<file path="config.mk">
export PLATFORM = sky130hd
export DESIGN_NAME = tcb_timer
export DESIGN_NICKNAME = d
export VERILOG_FILES = /design/src/rtl/tcb_pkg.sv /design/src/rtl/tcb_timer.sv /design/src/rtl/tcb_axil.sv
export SDC_FILE = /design/constraint.sdc
export NUM_CORES = 1
export LEC_CHECK = 0
export BUFFER_PORTS_ARGS = -buffer_cell sky130_fd_sc_hd__buf_2
export CAP_MARGIN = 5
export CORE_MARGIN = 2
export CORE_UTILIZATION = 56
export DETAILED_ROUTE_END_ITERATION = 10
export PLACE_DENSITY = 0.77
export REMOVE_ABC_BUFFERS = 1
export SLEW_MARGIN = 20
export SYNTH_ARGS = -nofsm -noshare
export SYNTH_HDL_FRONTEND = slang
export SYNTH_SLANG_ARGS = --single-unit
</file>
<file path="constraint.sdc">
create_clock -name clk -period 2.9 [get_ports clk]
set_input_delay 0.29 -clock clk [delete_from_list [all_inputs] [get_ports clk]]
set_output_delay 0.29 -clock clk [all_outputs]
set_load 0.02 [all_outputs]
</file>
<file path="src/rtl/tcb_pkg.sv">
// Package of constants and types for the timer counter base block
// Operation
// - Counter, period and channel values are all sixteen bits wide.
// - Up to four channels exist; the reduced variant keeps state for two only.
// - Channels are either all compare channels or all capture channels.
// - Bottom is flagged when the counter becomes zero.
// - Maximum is flagged when the counter becomes all ones.
// - Top is the period or channel A compare value, chosen by the waveform mode.
// - Update fires at bottom in the TCB_WG_DS mode, else at top or bottom by the count direction.
// - Period and every channel value sit behind a separately writable buffer.
// - Overflow, error and one event per channel are produced.
// - The counter counts clocks or events, with selectable direction and period.
// - Counting up wraps to zero after top; counting down reloads the period at bottom.
// - After reset no clock source is selected and the counter stays off.
// - Writing a buffer sets its valid flag; update copies it and clears the flag, but capture channels copy once their channel flag is clear.
package tcb_pkg;

    // ==========================================================
    // Register offsets
    localparam logic [7:0] OFF_CTRL = 8'h00;
    localparam logic [7:0] OFF_STATUS = 8'h04;
    localparam logic [7:0] OFF_COUNT = 8'h08;
    localparam logic [7:0] OFF_PER = 8'h0c;
    localparam logic [7:0] OFF_PERBUF = 8'h10;
    localparam logic [7:0] OFF_FLAGS = 8'h14;
    localparam logic [7:0] OFF_CH_BASE = 8'h20;
    localparam logic [7:0] OFF_CHBUF_BASE = 8'h30;

    // ==========================================================
    // Control fields
    localparam int CTRL_CLK_LSB = 0;
    localparam int CTRL_DIR_BIT = 4;
    localparam int CTRL_WGM_LSB = 8;
    localparam int CTRL_CAP_BIT = 12;
    localparam int CTRL_CEN_LSB = 16;

    // ==========================================================
    // Reset values
    localparam logic [15:0] RST_VAL16 = 16'h0000;
    localparam logic [31:0] RST_CTRL = 32'h0000_0000;
    localparam logic [15:0] ALL_ONES16 = 16'hffff;

    // Clock source selection
    typedef enum logic [2:0] {
        TCB_CLK_OFF = 3'b000,
        TCB_CLK_DIV1 = 3'b001,
        TCB_CLK_PRE = 3'b010,
        TCB_CLK_EVT = 3'b011
    } tcb_clk_e;

    // Waveform generator modes
    typedef enum logic [1:0] {
        TCB_WG_NORMAL = 2'b00,
        TCB_WG_FREQ = 2'b01,
        TCB_WG_SS = 2'b10,
        TCB_WG_DS = 2'b11
    } tcb_wgm_e;

    // Event pulses toward the event fabric
    typedef struct packed {
        logic ovf;
        logic err;
        logic [3:0] cc;
    } tcb_evt_s;

    // Limit conditions
    typedef struct packed {
        logic bottom;
        logic max;
        logic top;
        logic update;
    } tcb_lim_s;

endpackage : tcb_pkg

</file>
<file path="src/rtl/tcb_timer.sv">
// Timer counter base: counter, limits, double buffers and events
`timescale 1ns/1ps
module tcb_timer #(
    parameter int NUM_CH = 4
) (
    input wire logic clk,
    input wire logic rst_n,
    input wire logic [7:0] s_awaddr,
    input wire logic s_awvalid,
    output logic s_awready,
    input wire logic [31:0] s_wdata,
    input wire logic [3:0] s_wstrb,
    input wire logic s_wvalid,
    output logic s_wready,
    output logic [1:0] s_bresp,
    output logic s_bvalid,
    input wire logic s_bready,
    input wire logic [7:0] s_araddr,
    input wire logic s_arvalid,
    output logic s_arready,
    output logic [31:0] s_rdata,
    output logic [1:0] s_rresp,
    output logic s_rvalid,
    input wire logic s_rready,
    input wire logic presc_tick,
    input wire logic count_evt,
    input wire logic [3:0] capt_evt,
    output tcb_pkg::tcb_evt_s evt_q,
    output tcb_pkg::tcb_lim_s lim_q
);
    // ==========================================================
    // Bus slave
    logic wr_en;
    logic [7:0] wr_addr;
    logic [31:0] wr_data;
    logic [3:0] wr_strb;
    logic rd_en;
    logic [7:0] rd_addr;
    logic [31:0] rd_data;
    logic rd_err;
    logic wr_err;

    tcb_axil u_axil (
        .clk(clk),
        .rst_n(rst_n),
        .s_awaddr(s_awaddr),
        .s_awvalid(s_awvalid),
        .s_awready(s_awready),
        .s_wdata(s_wdata),
        .s_wstrb(s_wstrb),
        .s_wvalid(s_wvalid),
        .s_wready(s_wready),
        .s_bresp(s_bresp),
        .s_bvalid(s_bvalid),
        .s_bready(s_bready),
        .s_araddr(s_araddr),
        .s_arvalid(s_arvalid),
        .s_arready(s_arready),
        .s_rdata(s_rdata),
        .s_rresp(s_rresp),
        .s_rvalid(s_rvalid),
        .s_rready(s_rready),
        .wr_en(wr_en),
        .wr_addr(wr_addr),
        .wr_data(wr_data),
        .wr_strb(wr_strb),
        .rd_en(rd_en),
        .rd_addr(rd_addr),
        .rd_data(rd_data),
        .rd_err(rd_err),
        .wr_err(wr_err)
    );

    // Byte-lane merge for 16-bit registers
    function automatic logic [15:0] merge16(input logic [15:0] old, input logic [31:0] d,
                                            input logic [3:0] s);
        merge16 = {s[1] ? d[15:8] : old[15:8], s[0] ? d[7:0] : old[7:0]};
    endfunction : merge16

    // ==========================================================
    // Registers
    logic [31:0] ctrl_q;
    logic [15:0] count_q;
    logic [15:0] count_d;
    logic [15:0] per_q;
    logic [15:0] perbuf_q;
    logic per_bv_q;
    logic [15:0] cc_q [4];
    logic [15:0] ccbuf_q [4];
    logic [3:0] cc_bv_q;
    logic [3:0] cc_if_q;
    logic ovf_if_q;
    logic err_if_q;

    wire [2:0] clk_sel = ctrl_q[tcb_pkg::CTRL_CLK_LSB +: 3];
    wire dir_down = ctrl_q[tcb_pkg::CTRL_DIR_BIT];
    wire [1:0] wgm = ctrl_q[tcb_pkg::CTRL_WGM_LSB +: 2];
    wire cap_mode = ctrl_q[tcb_pkg::CTRL_CAP_BIT];
    wire [3:0] ch_en = ctrl_q[tcb_pkg::CTRL_CEN_LSB +: 4];
    wire [3:0] ch_mask = (NUM_CH >= 4) ? 4'hf : 4'h3;

    // Write strobes by address
    wire wr_ctrl = wr_en && (wr_addr == tcb_pkg::OFF_CTRL);
    wire wr_count = wr_en && (wr_addr == tcb_pkg::OFF_COUNT);
    wire wr_per = wr_en && (wr_addr == tcb_pkg::OFF_PER);
    wire wr_perbuf = wr_en && (wr_addr == tcb_pkg::OFF_PERBUF);
    wire wr_flags = wr_en && (wr_addr == tcb_pkg::OFF_FLAGS);
    wire wr_ch_any = wr_en && (wr_addr[7:4] == tcb_pkg::OFF_CH_BASE[7:4]);
    wire wr_chb_any = wr_en && (wr_addr[7:4] == tcb_pkg::OFF_CHBUF_BASE[7:4]);
    wire [1:0] wr_idx = wr_addr[3:2];
    wire [1:0] rd_idx = rd_addr[3:2];
    wire rd_ch = rd_addr[7:4] == tcb_pkg::OFF_CH_BASE[7:4];
    wire rd_chb = rd_addr[7:4] == tcb_pkg::OFF_CHBUF_BASE[7:4];
    wire wr_known = wr_ctrl | wr_count | wr_per | wr_perbuf | wr_flags
                    | ((wr_ch_any | wr_chb_any) & ch_mask[wr_idx]);
    assign wr_err = wr_en & ~wr_known & (wr_addr[1:0] == 2'b00)
                    | wr_en & ~wr_known;

    // ==========================================================
    // Counter clocking and limit conditions
    wire tick = (clk_sel == tcb_pkg::TCB_CLK_DIV1) |
                ((clk_sel == tcb_pkg::TCB_CLK_PRE) & presc_tick) |
                ((clk_sel == tcb_pkg::TCB_CLK_EVT) & count_evt);
    wire top_is_cca = (wgm == tcb_pkg::TCB_WG_FREQ);
    wire [15:0] top_val = top_is_cca ? cc_q[0] : per_q;
    wire at_top = count_q == top_val;
    wire at_bottom = count_q == tcb_pkg::RST_VAL16;
    wire at_max = count_q == tcb_pkg::ALL_ONES16;
    wire dual = (wgm == tcb_pkg::TCB_WG_DS);
    wire lim_hit = dir_down ? at_bottom : at_top;
    wire update = tick & (dual ? at_bottom : lim_hit);
    wire ovf_evt = tick & lim_hit;

    // Next counter value: write beats counting
    always_comb begin
        count_d = count_q;
        if (wr_count) begin
            count_d = merge16(count_q, wr_data, wr_strb);
        end else if (tick) begin
            if (!dir_down) begin
                count_d = at_top ? tcb_pkg::RST_VAL16 : count_q + 16'h0001;
            end else begin
                count_d = at_bottom ? per_q : count_q - 16'h0001;
            end
        end
    end

    // Compare matches and captures per channel
    logic [3:0] cmp_hit;
    logic [3:0] cap_hit;
    always_comb begin
        for (int i = 0; i < 4; i++) begin
            cmp_hit[i] = ~cap_mode & ch_mask[i] & tick & (count_q == cc_q[i]);
            cap_hit[i] = cap_mode & ch_mask[i] & ch_en[i] & capt_evt[i];
        end
    end
    wire [3:0] cap_over = cap_hit & cc_bv_q & cc_if_q;
    wire err_evt = |cap_over;

    // ==========================================================
    // Control and counter
    always_ff @(posedge clk or negedge rst_n) begin
        if (!rst_n) begin
            ctrl_q <= tcb_pkg::RST_CTRL;
            count_q <= tcb_pkg::RST_VAL16;
        end else begin
            if (wr_ctrl) begin
                ctrl_q <= wr_data;
            end
            count_q <= count_d;
        end
    end

    // Period double buffer
    always_ff @(posedge clk or negedge rst_n) begin
        if (!rst_n) begin
            per_q <= tcb_pkg::RST_VAL16;
            perbuf_q <= tcb_pkg::RST_VAL16;
            per_bv_q <= 1'b0;
        end else begin
            if (wr_per) begin
                per_q <= merge16(per_q, wr_data, wr_strb);
            end else if (update && per_bv_q) begin
                per_q <= perbuf_q;
            end
            if (wr_perbuf) begin
                perbuf_q <= merge16(perbuf_q, wr_data, wr_strb);
                per_bv_q <= 1'b1;
            end else if (update) begin
                per_bv_q <= 1'b0;
            end
        end
    end

    // Channel buffers, compare or capture
    always_ff @(posedge clk or negedge rst_n) begin
        if (!rst_n) begin
            for (int i = 0; i < 4; i++) begin
                cc_q[i] <= tcb_pkg::RST_VAL16;
                ccbuf_q[i] <= tcb_pkg::RST_VAL16;
            end
            cc_bv_q <= 4'h0;
        end else begin
            for (int i = 0; i < 4; i++) begin
                if (ch_mask[i]) begin
                    if (wr_ch_any && wr_idx == 2'(i)) begin
                        cc_q[i] <= merge16(cc_q[i], wr_data, wr_strb);
                    end else if (!cap_mode && update && cc_bv_q[i]) begin
                        cc_q[i] <= ccbuf_q[i];
                    end else if (cap_mode && cap_hit[i] && !cc_if_q[i]) begin
                        cc_q[i] <= count_q;
                    end else if (cap_mode && cc_bv_q[i] && !cc_if_q[i]) begin
                        cc_q[i] <= ccbuf_q[i];
                    end
                    if (wr_chb_any && wr_idx == 2'(i)) begin
                        ccbuf_q[i] <= merge16(ccbuf_q[i], wr_data, wr_strb);
                        cc_bv_q[i] <= 1'b1;
                    end else if (cap_mode && cap_hit[i] && cc_if_q[i]) begin
                        ccbuf_q[i] <= count_q;
                        cc_bv_q[i] <= 1'b1;
                    end else if (cap_mode && cc_bv_q[i] && !cc_if_q[i]) begin
                        cc_bv_q[i] <= 1'b0;
                    end else if (!cap_mode && update) begin
                        cc_bv_q[i] <= 1'b0;
                    end
                end
            end
        end
    end

    // Sticky flags, set wins over write-one-to-clear
    wire [3:0] cc_set = (cmp_hit | cap_hit | (cap_mode ? cc_bv_q & ~cc_if_q : 4'h0)) & ch_mask;
    wire [3:0] clr_bits = wr_flags ? wr_data[3:0] : 4'h0;
    always_ff @(posedge clk or negedge rst_n) begin
        if (!rst_n) begin
            cc_if_q <= 4'h0;
            ovf_if_q <= 1'b0;
            err_if_q <= 1'b0;
        end else begin
            cc_if_q <= (cc_if_q & ~clr_bits) | cc_set;
            ovf_if_q <= (ovf_if_q & ~(wr_flags & wr_data[4])) | ovf_evt;
            err_if_q <= (err_if_q & ~(wr_flags & wr_data[5])) | err_evt;
        end
    end

    // Event pulses and limit flags, registered one cycle after their conditions
    always_ff @(posedge clk or negedge rst_n) begin
        if (!rst_n) begin
            evt_q <= '0;
            lim_q <= '0;
        end else begin
            evt_q.ovf <= ovf_evt;
            evt_q.err <= err_evt;
            evt_q.cc <= (cmp_hit | cap_hit) & ch_mask;
            lim_q.bottom <= at_bottom;
            lim_q.max <= at_max;
            lim_q.top <= at_top;
            lim_q.update <= update;
        end
    end

    // ==========================================================
    // Read mux
    wire [31:0] status_w = {26'h0, per_bv_q, cc_bv_q & ch_mask, at_bottom};
    wire [31:0] flags_w = {26'h0, err_if_q, ovf_if_q, cc_if_q};
    wire rd_known = (rd_addr == tcb_pkg::OFF_CTRL) | (rd_addr == tcb_pkg::OFF_STATUS)
                    | (rd_addr == tcb_pkg::OFF_COUNT) | (rd_addr == tcb_pkg::OFF_PER)
                    | (rd_addr == tcb_pkg::OFF_PERBUF) | (rd_addr == tcb_pkg::OFF_FLAGS)
                    | ((rd_ch | rd_chb) & ch_mask[rd_idx]);
    assign rd_err = rd_en & ~rd_known;
    assign rd_data = (rd_addr == tcb_pkg::OFF_CTRL) ? ctrl_q :
                     (rd_addr == tcb_pkg::OFF_STATUS) ? status_w :
                     (rd_addr == tcb_pkg::OFF_COUNT) ? {16'h0, count_q} :
                     (rd_addr == tcb_pkg::OFF_PER) ? {16'h0, per_q} :
                     (rd_addr == tcb_pkg::OFF_PERBUF) ? {16'h0, perbuf_q} :
                     (rd_addr == tcb_pkg::OFF_FLAGS) ? flags_w :
                     (rd_ch && ch_mask[rd_idx]) ? {16'h0, cc_q[rd_idx]} :
                     (rd_chb && ch_mask[rd_idx]) ? {16'h0, ccbuf_q[rd_idx]} :
                     32'h0000_0000;
endmodule : tcb_timer

</file>
<file path="src/rtl/tcb_axil.sv">
// AXI4-Lite slave front end giving single word strobes
`timescale 1ns/1ps
module tcb_axil (
    input wire logic clk,
    input wire logic rst_n,
    input wire logic [7:0] s_awaddr,
    input wire logic s_awvalid,
    output logic s_awready,
    input wire logic [31:0] s_wdata,
    input wire logic [3:0] s_wstrb,
    input wire logic s_wvalid,
    output logic s_wready,
    output logic [1:0] s_bresp,
    output logic s_bvalid,
    input wire logic s_bready,
    input wire logic [7:0] s_araddr,
    input wire logic s_arvalid,
    output logic s_arready,
    output logic [31:0] s_rdata,
    output logic [1:0] s_rresp,
    output logic s_rvalid,
    input wire logic s_rready,
    output logic wr_en,
    output logic [7:0] wr_addr,
    output logic [31:0] wr_data,
    output logic [3:0] wr_strb,
    output logic rd_en,
    output logic [7:0] rd_addr,
    input wire logic [31:0] rd_data,
    input wire logic rd_err,
    input wire logic wr_err
);
    logic aw_have_q;
    logic w_have_q;
    logic [7:0] awaddr_q;
    logic [31:0] wdata_q;
    logic [3:0] wstrb_q;
    logic rbusy_q;
    logic [7:0] araddr_q;

    wire aw_take = s_awvalid & s_awready;
    wire w_take = s_wvalid & s_wready;
    wire fire_w = aw_have_q & w_have_q & ~s_bvalid;
    wire ar_take = s_arvalid & s_arready;

    // Next holding state, so that every ready leaves from a flop
    wire aw_have_d = fire_w ? 1'b0 : (aw_take | aw_have_q);
    wire w_have_d = fire_w ? 1'b0 : (w_take | w_have_q);
    wire bvalid_d = fire_w | (s_bvalid & ~s_bready);
    wire rvalid_d = rbusy_q | (s_rvalid & ~s_rready);
    assign wr_en = fire_w;
    assign wr_addr = awaddr_q;
    assign wr_data = wdata_q;
    assign wr_strb = wstrb_q;
    assign rd_en = rbusy_q;
    assign rd_addr = araddr_q;

    // Write channel capture and response
    always_ff @(posedge clk or negedge rst_n) begin
        if (!rst_n) begin
            aw_have_q <= 1'b0;
            w_have_q <= 1'b0;
            awaddr_q <= 8'h00;
            wdata_q <= 32'h0000_0000;
            wstrb_q <= 4'h0;
            s_bvalid <= 1'b0;
            s_bresp <= 2'b00;
            s_awready <= 1'b1;
            s_wready <= 1'b1;
        end else begin
            s_awready <= ~aw_have_d & ~bvalid_d; // Ready while no write is held
            s_wready <= ~w_have_d & ~bvalid_d;
            if (aw_take) begin
                aw_have_q <= 1'b1;
                awaddr_q <= s_awaddr;
            end
            if (w_take) begin
                w_have_q <= 1'b1;
                wdata_q <= s_wdata;
                wstrb_q <= s_wstrb;
            end
            if (fire_w) begin
                aw_have_q <= 1'b0;
                w_have_q <= 1'b0;
                s_bvalid <= 1'b1;
                s_bresp <= wr_err ? 2'b10 : 2'b00;
            end else if (s_bvalid && s_bready) begin
                s_bvalid <= 1'b0;
            end
        end
    end

    // Read channel
    always_ff @(posedge clk or negedge rst_n) begin
        if (!rst_n) begin
            rbusy_q <= 1'b0;
            araddr_q <= 8'h00;
            s_rvalid <= 1'b0;
            s_rdata <= 32'h0000_0000;
            s_rresp <= 2'b00;
            s_arready <= 1'b1;
        end else begin
            s_arready <= ~ar_take & ~rvalid_d; // Ready while no read is under way
            if (ar_take) begin
                rbusy_q <= 1'b1;
                araddr_q <= s_araddr;
            end else if (rbusy_q) begin
                rbusy_q <= 1'b0;
                s_rvalid <= 1'b1;
                s_rdata <= rd_data;
                s_rresp <= rd_err ? 2'b10 : 2'b00;
            end else if (s_rvalid && s_rready) begin
                s_rvalid <= 1'b0;
            end
        end
    end
endmodule : tcb_axil

</file>
==> impl_metrics.yaml <==
critical_path:
  crit_required_ns: 3.31
  critPathMaxStageDelay_ns: 0.45
  cp_max_fo: 8
  cpMaxStageDelayCell: "dfrtp_1"
  critPathTopFamily: "compound AO/OA/AOI/OAI gates"
  crit_type: "reg -> reg"
  start_kind: "register"
  arrival_ns: 3.23
  cp_num_buf_inv: 1
  crit_path_end_kind: "register"
  crit_chain: "and2b_1 -> a2111oi_2 -> nand3_1 -> a22oi_2 -> a311oi_2 -> nor3_4 -> buf_12 -> mux2_2"
place:
  dp_cells: 2343
  placed_area_um2: 19900
  port_buffers: 111
  hpwl_um: 43000
  place_congestion: 0.993
power_and_ir_drop:
  power_per_cell_area_nw_per_um2: 864
  power_mw: 18.7
  ir_drop_uv: 781
  p_leak_nw: 9.76
floorplan:
  rows: 66
  die_x_um: 185
  start_util: 0.565
  core_area_um2: 32300
  die_area_um2: 34100
  die_y_um: 185
  io_pins: 116
logic_synthesis:
  yosysUniqueCellTypes: 71
  syn_area_um2: 18300
  synth_seq_cells: 321
  syn_area_per_cell_um2: 10.0
  synth_ff_type: "dfrtp_1"
  synth_edf_count: 0
  synth-seq-area-share: 0.440
  async_flop_share: 1.00
  yosys_warnings: 0
  synth_cells: 1817
drt:
  wl_um: 62300
  drc: 0
  wl_met1_um: 24000
  antenna_left: 0
  wl_met2_um: 28700
  drt_first_pass_iters: 8
  via_per_inst: 6.66
  vias: 16300
  post_drt_wl_per_cell_um: 25.5
  top_layer: "met4"
  wl_met3_um: 6640
  drtIter0Drc: 2016
min_path:
  hold_class: "in -> reg"
finish:
  layout_commonest_cell: "dfrtp_1"
  final_cell_count_no_fill: 2444
  syn_to_final_growth_pct: 18.4
  final_nets: 2042
  n_antenna_cell: 0
  drive_above_1_share: 0.258
  final_area_um2: 21600
  layout_common_cells: "dfrtp_1, nand2_1, o21ai_0, a21oi_1, mux2_2"
sta:
  period_needed_ns: 2.82
  finalSetupViolCount: 0
  fin_crit_sh: 0.974
  skew_ns: 0.0228
  fmax_ghz: 0.354
  rsz0062_at_grt: "false"
  max_slew.worst_pin.slew_ns: 1.09
  max_slew_margin: 0.268
  hold_viol: 0
  slew_viol_final: 0
run_status:
  status: "complete, no violations"
global_routing:
  first_global_vias: 16400
  antenna_found_initial: 1
  grt_pass1_wl_um: 95900
  grt_overflow_total: 0
  grt_max_degree: 90
  grt_usage: 0.373
cts:
  cts_setup_buffers: 0
  cts.clk_slew.worst_paths_ns: 0.06
  cts-root-buf: "clkbuf_16"
  tritoncts: "done"
  clkLatencyLatePin_ns: 0.54
  cts_buffers: 37
  cts.htree.levels: 2
  clockBufferDepth: 3
  clock-sinks: 321
flow_run:
  max_cap_viol_count: 0
[what timing repair did]
action	in CTS	in global routing
endpoints found under the hold margin	114	1
endpoints found under the setup margin	0	72
hold buffers	33	1
resized for setup	0	6
[flip-flops by register name, indices dropped and copies added (netlist names), 2 cells and up]
signal	flops
perbuf_q	16
lim_q	4
evt_q	6
u_axil.wr_addr	8
u_axil.rd_addr	8
cc_bv_q	4
per_q	16
u_axil.wr_data	32
cc_if_q	4
cc_q	64
u_axil.wr_strb	2
ccbuf_q	64
ctrl_q	32
u_axil.s_rdata	32
count_q	16
[routing by layer]
metal | vias to the layer above | global-route usage
met5 | - | 0
met4 | 0 | 0.176
met3 | 244 | 0.0719
met2 | 1068 | 0.582
met1 | 8014 | 0.503
li1 | 6952 | -
[stage by stage]
step	utilization	hold slack [ns]	TNS, ns	setup WS, ns
final	0.669	0.00524	0	0.0751
after global routing	0.669	0.00807	0	0.00275
after detailed placement	0.617	0.385	0	0.0338
after floorplan	-	-0.00559	-59.66	-0.975
after global placement	0.617	0.377	0	0.0398
after CTS	0.668	0.000258	0	0.0177
[worst register-to-register path, delay by kind of cell (launching register included)]
kind / cells / cell delay [ns]
AOI/OAI and AO/OA: 3 / 1.03
and+or+nand+nor: 3 / 0.73
DFF: 1 / 0.45
muxes: 1 / 0.34
buffers and inverters: 1 / 0.16
[synth_stat cells (all sizes together), types with 7 or more instances]
master,number,share of area
a311o,8,0.0044
a22o,50,0.024
nor3,29,0.0095
a211o,7,0.0034
mux4,33,0.041
buf,40,0.010
a22oi,16,0.0069
inv,23,0.0047
a2111oi,7,0.0037
nor4,24,0.010
mux2i,118,0.065
nand3,50,0.014
nand2,163,0.034
nand2b,15,0.0051
nand4,15,0.0051
nor2b,14,0.0048
o31ai,10,0.0041
dfrtp,318,0.44
and3,7,0.0024
nor2,122,0.025
xor2,71,0.034
a211oi,12,0.0049
o22ai,22,0.0075
clkbuf,113,0.023
xnor2,20,0.0096
o21ai,143,0.039
a21oi,131,0.036
o221a,16,0.0099
mux2,129,0.080
or2,11,0.0038
[final timing paths]
kind,start,end,slack [ns],cells past startpoint
max,ctrl_q[8]$_DFFE_PN0P_,cc_q[51]$_DFFE_PN0P_,0.08,8
min,s_araddr[5],u_axil.rd_addr[5]$_DFFE_PN0P_,0.005,2
max reg2reg,ctrl_q[8]$_DFFE_PN0P_,cc_q[51]$_DFFE_PN0P_,0.08,8
min reg2reg,u_axil.rd_en$_DFF_PN0_,u_axil.s_arready$_DFF_PN1_,0.43,1
max in group asynchronous,rst_n,u_axil.s_arready$_DFF_PN1_,1.64,3
min in group asynchronous,rst_n,ctrl_q[20]$_DFFE_PN0P_,0.36,2
[cell families (layout without fill, tap and decap cells)]
logic type      after synthesis  in the layout  synth area share
compound gates              464            464             0.164
xor+xnor                     91             91            0.0437
fa+ha+maj                     3              3           0.00206
flops                       321            321             0.440
other cells                   1              2          0.000205
mux                         280            280             0.185
buf+inv                     178            362            0.0389
simple gates                479            479             0.126
[final cells by class]
type	instances	area [um^2]
fill	2494	10700
multi-input combinational	1319	9580
sequential	321	8040
timing repair buffer	270	2030
clock buffer	55	1120
tap	442	553
clock inverter	12	185
inverter	25	93.8
[report_power, final]
group / total (mW) / internal (mW) / switching, mW
logic: 6.39 / 2.72 / 3.68
clock network: 5.02 / 3.06 / 1.96
registers: 7.26 / 5.49 / 1.77
total: 18.7 / 11.3 / 7.40
Power figures use the tool's default switching activity.
